<file path="src/design/term_reg_pkg.sv">
// Package with constants and carrier types of the terminal register access logic.
package term_reg_pkg;

  // Control byte field positions.
  localparam int unsigned REG_MODE_BIT = 7;
  localparam int unsigned WRITE_BIT    = 6;
  localparam int unsigned NUM_MSB      = 5;
  localparam int unsigned NUM_WIDTH    = 6;

  // Register space.
  localparam int unsigned REG_COUNT  = 64;
  localparam int unsigned DATA_WIDTH = 16;

  // Register numbers.
  localparam logic [5:0] WRITE_UNLOCK_CODE_NUM = 6'h1f;
  localparam logic [5:0] FEATURE_SETTINGS_NUM  = 6'h20;

  // Value that lifts the write protection.
  localparam logic [15:0] UNLOCK_VALUE = 16'h1235;

  // Reset values and the write acknowledge mask.
  localparam logic [15:0] REG_RESET     = 16'h0000;
  localparam logic [7:0]  BYTE_RESET    = 8'h00;
  localparam logic [7:0]  WRITE_ACK_MSK = 8'hbf;

  // Bytes that arrive from the controller through the process image.
  typedef struct packed {
    logic [7:0] control_byte;
    logic [7:0] data_high;
    logic [7:0] data_low;
  } image_out_type;

  // Bytes that go back to the controller through the process image.
  typedef struct packed {
    logic [7:0] status_byte;
    logic [7:0] data_high;
    logic [7:0] data_low;
  } image_in_type;

  // Decoded control byte.
  typedef struct packed {
    logic       reg_mode;
    logic       write;
    logic [5:0] register_number_field;
    logic       to_code_word;
    logic       to_user_reg;
  } request_type;

endpackage : term_reg_pkg

</file>
<file path="src/design/term_ctrl_decode.sv">
// Decoder of the control byte of a register access.
`timescale 1ns/10ps

module term_ctrl_decode (
  // Control byte from the process image.
  input  wire logic [7:0]                 control_byte,
  // Decoded request.
  output term_reg_pkg::request_type       request
);

  function automatic logic [5:0] field_of(input logic [7:0] ctrl);
    field_of = ctrl[term_reg_pkg::NUM_MSB:0];
  endfunction : field_of

  always_comb begin
    request.reg_mode              = control_byte[term_reg_pkg::REG_MODE_BIT];
    request.write                 = control_byte[term_reg_pkg::WRITE_BIT];
    request.register_number_field = field_of(control_byte);
    request.to_code_word          = field_of(control_byte) ==
                                    term_reg_pkg::WRITE_UNLOCK_CODE_NUM;
    request.to_user_reg           = field_of(control_byte) >
                                    term_reg_pkg::WRITE_UNLOCK_CODE_NUM;
  end

endmodule : term_ctrl_decode

</file>
<file path="src/design/term_reg_access.sv">
// Register access logic of a fieldbus terminal behind its process image.
`timescale 1ns/10ps

module term_reg_access #(
  parameter int unsigned REG_COUNT = term_reg_pkg::REG_COUNT
) (
  // Clock and reset.
  input  wire logic                          clk,
  input  wire logic                          rst,
  // Process image from the controller.
  input  wire logic                          image_valid,
  input  wire term_reg_pkg::image_out_type   image_out,
  // Process data produced by the measuring side.
  input  wire logic [7:0]                    process_status,
  input  wire logic [15:0]                   process_data,
  // Power-off/power-on restart event.
  input  wire logic                          restart,
  // Process image back to the controller.
  output term_reg_pkg::image_in_type         image_in,
  output logic                               answer_valid,
  // Process data bytes of the controller when not in register mode.
  output logic [15:0]                        process_out_data,
  output logic                               process_out_valid,
  // Terminal state.
  output logic                               write_enabled,
  output logic [15:0]                        feature_active
);

  typedef struct packed {
    logic [term_reg_pkg::REG_COUNT-1:0][15:0] regs;
    logic                                     unlocked;
    logic [15:0]                              feature_active;
    term_reg_pkg::image_in_type               answer;
    logic                                     answer_valid;
    logic [15:0]                              process_out;
    logic                                     process_out_valid;
  } state_type;

  state_type                 state_ff;
  state_type                 nxt_state;
  term_reg_pkg::request_type request;
  logic [15:0]               word_out;
  logic [REG_COUNT-1:0]      store_hit;

  // The state struct and the six-bit number field are sized for exactly this count.
  generate
    if (REG_COUNT != term_reg_pkg::REG_COUNT) begin : g_bad_count
      $error("REG_COUNT must equal the 64 registers that the six-bit number reaches.");
    end
  endgenerate

  // A write changes the stored word only where the protection lets it.
  function automatic logic store_allowed(
    input term_reg_pkg::request_type req,
    input logic                      unlocked
  );
    store_allowed = 1'b0;
    if (req.reg_mode && req.write) begin
      if (req.to_code_word) begin
        store_allowed = 1'b1;
      end else if (req.to_user_reg && unlocked) begin
        store_allowed = 1'b1;
      end
    end
  endfunction : store_allowed

  function automatic logic [7:0] receipt_of(
    input logic [7:0] ctrl,
    input logic       is_write
  );
    if (is_write) begin
      receipt_of = ctrl & term_reg_pkg::WRITE_ACK_MSK;
    end else begin
      receipt_of = ctrl;
    end
  endfunction : receipt_of

  // Only the exact code word opens the registers; anything else closes them again.
  function automatic logic unlock_after(
    input logic [15:0] word
  );
    if (word == term_reg_pkg::UNLOCK_VALUE) begin
      unlock_after = 1'b1;
    end else begin
      unlock_after = 1'b0;
    end
  endfunction : unlock_after

  // Answer of a register mode request; a write answer carries no data.
  function automatic term_reg_pkg::image_in_type reg_answer_of(
    input logic [7:0]  ctrl,
    input logic        is_write,
    input logic [15:0] stored
  );
    term_reg_pkg::image_in_type reply;
    reply.status_byte = receipt_of(ctrl, is_write);
    if (is_write) begin
      reply.data_high = term_reg_pkg::BYTE_RESET;
      reply.data_low  = term_reg_pkg::BYTE_RESET;
    end else begin
      reply.data_high = stored[15:8];
      reply.data_low  = stored[7:0];
    end
    return reply;
  endfunction : reg_answer_of

  // Answer of a process data request, built from the measuring side.
  function automatic term_reg_pkg::image_in_type process_answer_of(
    input logic [7:0]  status,
    input logic [15:0] data
  );
    term_reg_pkg::image_in_type reply;
    reply.status_byte = status;
    reply.data_high   = data[15:8];
    reply.data_low    = data[7:0];
    return reply;
  endfunction : process_answer_of

  term_ctrl_decode u_decode (
    .control_byte (image_out.control_byte),
    .request      (request)
  );

  // The word to store is high byte then low byte.
  assign word_out = {image_out.data_high, image_out.data_low};

  // One match line per register; at most one is high for a taken write.
  genvar reg_idx;
  generate
    for (reg_idx = 0; reg_idx < REG_COUNT; reg_idx++) begin : g_store_hit
      assign store_hit[reg_idx] = image_valid &&
        store_allowed(request, state_ff.unlocked) &&
        (request.register_number_field == 6'(reg_idx));
    end
  endgenerate

  always_comb begin
    nxt_state                   = state_ff;
    nxt_state.answer_valid      = 1'b0;
    nxt_state.process_out_valid = 1'b0;
    if (restart) begin
      // Stored settings take effect only here.
      nxt_state.feature_active = state_ff.regs[term_reg_pkg::FEATURE_SETTINGS_NUM];
    end
    for (int idx = 0; idx < REG_COUNT; idx++) begin
      if (store_hit[idx]) begin
        nxt_state.regs[idx] = word_out;
      end
    end
    if (image_valid) begin
      nxt_state.answer_valid = 1'b1;
      if (request.reg_mode) begin
        if (request.write && request.to_code_word) begin
          nxt_state.unlocked = unlock_after(word_out);
        end
        // A refused write is acknowledged all the same; a read ignores the data word.
        nxt_state.answer = reg_answer_of(image_out.control_byte, request.write,
          state_ff.regs[request.register_number_field]);
      end else begin
        nxt_state.answer            = process_answer_of(process_status, process_data);
        nxt_state.process_out       = word_out;
        nxt_state.process_out_valid = 1'b1;
      end
    end
  end

  always_ff @(posedge clk) begin
    if (rst) begin
      state_ff.regs              <= '0;
      state_ff.unlocked          <= 1'b0;
      state_ff.feature_active    <= term_reg_pkg::REG_RESET;
      state_ff.answer            <= '0;
      state_ff.answer_valid      <= 1'b0;
      state_ff.process_out       <= term_reg_pkg::REG_RESET;
      state_ff.process_out_valid <= 1'b0;
    end else begin
      state_ff <= nxt_state;
    end
  end

  assign image_in          = state_ff.answer;
  assign answer_valid      = state_ff.answer_valid;
  assign process_out_data  = state_ff.process_out;
  assign process_out_valid = state_ff.process_out_valid;
  assign write_enabled     = state_ff.unlocked;
  assign feature_active    = state_ff.feature_active;

endmodule : term_reg_access

</file>
<file path="config.mk">
export PLATFORM = sky130hd
export DESIGN_NAME = term_reg_access
export DESIGN_NICKNAME = d
export VERILOG_FILES = /design/src/design/term_reg_pkg.sv /design/src/design/term_ctrl_decode.sv /design/src/design/term_reg_access.sv
export SDC_FILE = /design/constraint.sdc
export NUM_CORES = 2
export LEC_CHECK = 0
export ABC_AREA = 0
export BUFFER_PORTS_ARGS = -buffer_cell sky130_fd_sc_hd__buf_2
export CORE_UTILIZATION = 52
export CTS_CLUSTER_SIZE = 25
export DETAILED_ROUTE_END_ITERATION = 7
export GPL_ROUTABILITY_DRIVEN = 0
export PLACE_DENSITY = 0.76
export SYNTH_ARGS = -nofsm -noshare
export SYNTH_HDL_FRONTEND = slang
export SYNTH_SLANG_ARGS = --single-unit
export TNS_END_PERCENT = 20
</file>
<file path="constraint.sdc">
create_clock -name clk -period 2.4 [get_ports clk]
set_input_delay 0.12 -clock clk [delete_from_list [all_inputs] [get_ports clk]]
set_output_delay 0.12 -clock clk [all_outputs]
set_load 0.05 [all_outputs]
</file>
**Word level (Yosys, flattened, before mapping)**

Cells that the tools add are included.

- Output and inout bits: 59
- Word-level logic and storage cells: 222
- Bits in registers: 1083
- Bits of input ports: 52

- Mux-type cells: 10
- $lt $le $gt $ge: 2
- Bitwise operators: 2
- Reduce and logical (&&, ||, !) cells: 72
- Equal/unequal tests: 64

Operators with widths:

| kind | number |
|---|---|
| 6-bit == test (second input constant) | 32 |
| 16-bit binary-select mux with 6-bit select | 1 |
| 6-bit by 5-bit == test with 1-bit output (second input constant) | 16 |
| 1-bit logical AND | 68 |
| 6-bit by 4-bit == test with 1-bit output (second input constant) | 8 |
| 16-bit 2-to-1 mux | 2 |
| 6-bit by 3-bit == test with 1-bit output (second input constant) | 4 |
| 24-bit 2-to-1 mux | 1 |
| 18-bit 2-to-1 mux | 1 |
| 17-bit 2-to-1 mux | 1 |
| 16-bit by 13-bit == test with 1-bit output (second input constant) | 1 |
| 6-bit by 2-bit == test with 1-bit output (second input constant) | 2 |
| 6-bit by 7-bit less-than comparator with 1-bit output (second input constant) | 1 |
| 6-bit by 1-bit == test with 1-bit output (second input constant) | 1 |
| 6-bit by 5-bit greater-than comparator with 1-bit output (second input constant) | 1 |
| 6-bit zero test | 1 |
| 1-bit 2-to-1 mux | 4 |
| 3-bit AND reduction | 1 |
| 1-bit inverter | 2 |
| 2-bit AND reduction | 1 |
| 2-bit OR reduction | 1 |

**Depth between registers and ports, before layout**

- Word-level depth: 7
- Depth in mapped cells: 10
- Gate-level depth less buffers: 5

**Cells and area by module**

A second synthesis with hierarchy kept.

- Cells, all modules: 5810
- Area total of the unflattened synthesis: 48138.7 µm²

By module, submodules not included:

| module | sequential area each (µm²) | cells an instance | area each (µm²) | instances |
|---|---|---|---|---|
| term_reg_access | 21680.8 | 5798 | 48058.6 | 1 |
| term_ctrl_decode | 0.0 | 12 | 80.1 | 1 |

**Worst setup path before layout**

No wires, ideal clock.

- Path kind: flip-flop to flip-flop
- Start: register state_ff (netlist bit write_enabled)
- End: register state_ff[784] (netlist bit)
- Period minus slack after synthesis: 2.245 ns
- Slack: 0.155 ns
- Arrival time: 2.117 ns
- Cell stages (with the launch flop): 8
- Buffers on the path: 2
- Data required time: 2.272 ns
- Cells stage by stage: dfxtp_1 -> nand2_1 -> or3_4 -> buf_12 -> nor2_8 -> buf_12 -> mux2i_1 -> nor2_1

- Longest elaborated chain between the ends: 6

RTL lines:

| element | line | source |
|---|---|---|
| start, declared | term_reg_access.sv:39 | `state_type state_ff;` |
| start signal, assigned | term_reg_access.sv:177 | `state_ff <= nxt_state;` |
| 1-bit logical AND | term_reg_access.sv:61 | `end else if (req.to_user_reg && unlocked) begin` |
| 1-bit 2-to-1 mux | term_reg_access.sv:61 |  |
| 1-bit 2-to-1 mux | term_reg_access.sv:59 | `if (req.to_code_word) begin` |
| 1-bit 2-to-1 mux | term_reg_access.sv:58 | `if (req.reg_mode && req.write) begin` |
| 1-bit logical AND | term_reg_access.sv:131 | `assign store_hit[reg_idx] = image_valid &&` |
| 1-bit logical AND | term_reg_access.sv:132 | `store_allowed(request, state_ff.unlocked) &&` |

Every way passes these cells.
A chain may end at the register's enable or synchronous reset.

==> results.txt <==
Across the VDD grid, the largest voltage drop is 878.4 uV. For the number of pins exceeding their max-slew limit in the final report, the log shows 0. After synthesis, the share of flip-flops with an asynchronous set or reset is 0%.

By startpoint and endpoint, the worst setup path is classified as primary input to flip-flop. The post-route worst hold slack is 0.04645 ns, and the count of max-cap constraint violations is 0. In this run the deepest clock path goes through 3 buffers.

CTS saw 1083 sinks. The via count of the first global-routing pass came out at 32230. The cell area after technology mapping was 44270 um2; the post-route minimum period was 2.277 ns. Setup repair after global routing left no endpoint under its margin. The leakage dissipation was 18.82 nW; the layout net count was 4725. The overall routed net length is 125200 um, and the count of input and output buffers is 110. The die width works out to 293.8 um. The setup skew after layout was 0.05891 ns.

The area of the die came out at 86310 um2. The run gives 18.69% as the remaining max-slew budget at the tightest pin. Of the synthesized area, sequential elements account for 48.97%. Row generation in the floorplan step produced 106 rows. For the number of distinct library cells after synthesis, the log shows 56. In this run the mean area of a mapped cell was 9.608 um2. The root buffer selected by CTS is clkbuf_16. The top cell type by area accounts for 48.97% of the synthesized area. The tools report the area of the core region as 83950 um2. The first global-routing pass estimated 191800 um of wire.

The largest net degree at the start of global routing is 221. By instance count, the cell type seen most on the critical path is buf_4. The synthesized design contains 0 enable-type register cells.

The count of nets left with antenna violations once routing finished came out at 0. The arrival time at the worst endpoint was 2.78 ns; the insertion delay of the later-clocked pin in the worst-skew pair was 0.70 ns. Static timing analysis puts the maximum clock frequency at 439.3 MHz. The tools report the count of H-tree levels built during CTS as 3. The worst setup path is launched from a primary input. In this run the worst hold path is classified as primary input to flip-flop. The largest individual stage delay along the critical path comes from the cell dlygate4sd3_1.

The post-detailed-route DRC marker count is 0, and the first-iteration detailed-routing DRC count is 3853. For this block, the via count after detailed routing is 33960. The worst-path maximum fanout was 14; the total power was 38.32 mW. After detailed routing, the average wire length per cell comes to 21.23 um.

Synthesis produced a netlist whose cell count is 4608. The commonest register cell after synthesis is dfxtp_1. The number of placed instances, taps included, is 5655. The vias per cell is 5.755, and the non-filler instance count after layout is 5900. The run gives 0 as the count of buffers added by post-CTS timing repair for setup. The tools report the final count of negative-setup-slack endpoints as 0. The signed area change from the synthesized netlist to the final layout works out to 14.40%. In the global route stage, overall resource usage came out at 28.39%. The starting density of the core is 52.73%, and the number of primary I/O pins is 111.

At the worst endpoint, the required time is 2.91 ns. Ranked by total cell area, the synthesized netlist is headed by dfxtp_1, nor2b_1, mux2i_1. For this run, the number of Yosys warnings is 0.

The die height is 293.8 um, and the clock transition time at the flip-flop clock pins of the worst setup and hold paths is 0.06 ns. Leading area contributor after synthesis: dfxtp_1. Power spread over the standard cell area amounts to 756.6 nW/um2. The number of endpoints with negative hold slack in the final report was 0; the share of cells above drive strength 1 was 18.24%. Adding up every negative setup slack in the final design gives 0 ns. The flow ran to the end, and the final reports show no timing, DRC or antenna violations. The library cells used most frequently in the layout, excluding fill and tap cells, are dfxtp_1, nand2_1, nor2b_1. The number of search-and-repair iterations in the first detailed-routing pass was 6.

Cells fill 60.33% of the core in the end. The period utilization was 94.86%; the placed wire-length estimate was 79890 um. For this run the aggregate overflow at the end of global routing stands at 0.

The run gives 4660 as the net count after synthesis. For the number of antenna violations at the first check in global routing, the log shows 6. In this design, the stage delay of the slowest critical-path cell is 0.57 ns. For the filler cell count, the log shows 6722. The number of register bits inferred by synthesis was 1083; the number of clock buffers inserted by TritonCTS was 108.

STA classifies the critical path endpoint as a flip-flop. Commonest non-fill, non-tap cell in the layout: dfxtp_1. The slew at the pin closest to its max-slew limit is 1.220 ns. Traced cell by cell, the critical path runs through dlygate4sd3_1, buf_8, inv_1, buf_4, a31oi_1, nand4_1, nor4b_1, buf_4, o211ai_1. Across all register-to-register paths, the minimum setup slack is 0.13 ns. TritonCTS built the clock tree.
final timing paths:
kind	from	endpoint	cells after the start
hold reg to reg	process_out_data[2]$_SDFFE_PP0P_	process_out_data[2]$_SDFFE_PP0P_	2
setup / recovery	rst	image_in[7]$_SDFFE_PP0P_	9
setup reg to reg	state_ff[584]$_SDFFE_PP0P_	image_in[13]$_SDFFE_PP0P_	6
hold / removal	image_out[4]	state_ff[895]$_SDFFE_PP0P_	3
flip-flops by register name, summed over array words and instances, names as in the netlist:
signal,cells
process_out_data,16
feature_active,16
write_enabled,1
state_ff,1024
process_out_valid,1
answer_valid,1
image_in,24
power breakdown:
group	internal, mW	total [mW]	switching [mW]
Clock	10.8	18.1	7.39
Combinational	0.654	2.14	1.48
Sequential	18.0	18.0	0.0334
Total	29.4	38.3	8.90
final cells by class:
type	instances	area (um2)	area share (%)
flip-flops and latches	1083	21680	42.81
multi-input cells	3035	20000	39.48
repair buffers	411	3517	6.944
clock buffers	150	3120	6.161
well taps	1134	1419	2.801
clock inverters	50	779.5	1.539
inverters	34	127.6	0.2520
diodes	3	7.507	0.01482
metal layers:
metal  vias up  part of all wire, %  GRT usage [%]
met5         -                0.014              0
met4         2                  3.9          11.84
met3       266                  8.8          5.196
met2      1553                   44          42.60
met1     16370                   43          40.05
li1      15770                    -              -
cells by family (layout without fill, tap and decap cells):
kind of cell	after synthesis	after routing	share of synthesized area [%]
AND/OR/NAND/NOR	1771	1771	20.14
other	0	3	0
AO/OA/AOI/OAI	698	698	9.335
flip-flops	1083	1083	48.97
buffers and inverters	490	645	5.949
multiplexers	566	566	15.60
critical path: cells and delay by family:
kind / cells / cell delay (ns)
compound gates: 2 / 0.63
buf+inv: 5 / 1.48
simple gates: 2 / 0.53
through the flow:
stage | setup WS [ns] | instance area [um2]
3_5_place_dp | -0.2723 | 46320
6_report | 0.1234 | 50650
3_3_place_gp | -0.2763 | 46320
5_1_grt | 0.04770 | 50640
4_1_cts | 0.05599 | 50640
2_1_floorplan | 0.1551 | 44270
Yosys cell counts, types with 22 or more instances:
cell / instances
nor2b_1: 503
buf_6: 28
a22oi_1: 32
mux2_2: 192
mux4_2: 80
nor2_1: 180
inv_1: 33
nand2_1: 752
mux2i_1: 294
a211oi_1: 38
nand2b_1: 22
clkbuf_1: 234
o22ai_1: 65
and2_1: 32
a21oi_1: 432
nor3_1: 33
buf_4: 94
buf_2: 81
nand4_1: 35
nand3_1: 133
dfxtp_1: 1083
repair_timing:
item	4_1_cts	5_1_grt
hold buffers	42	0
endpoints found under the hold margin	157	0
setup endpoints to repair	0	1
resized for setup	0	1
(Power assumes the default switching activity.)
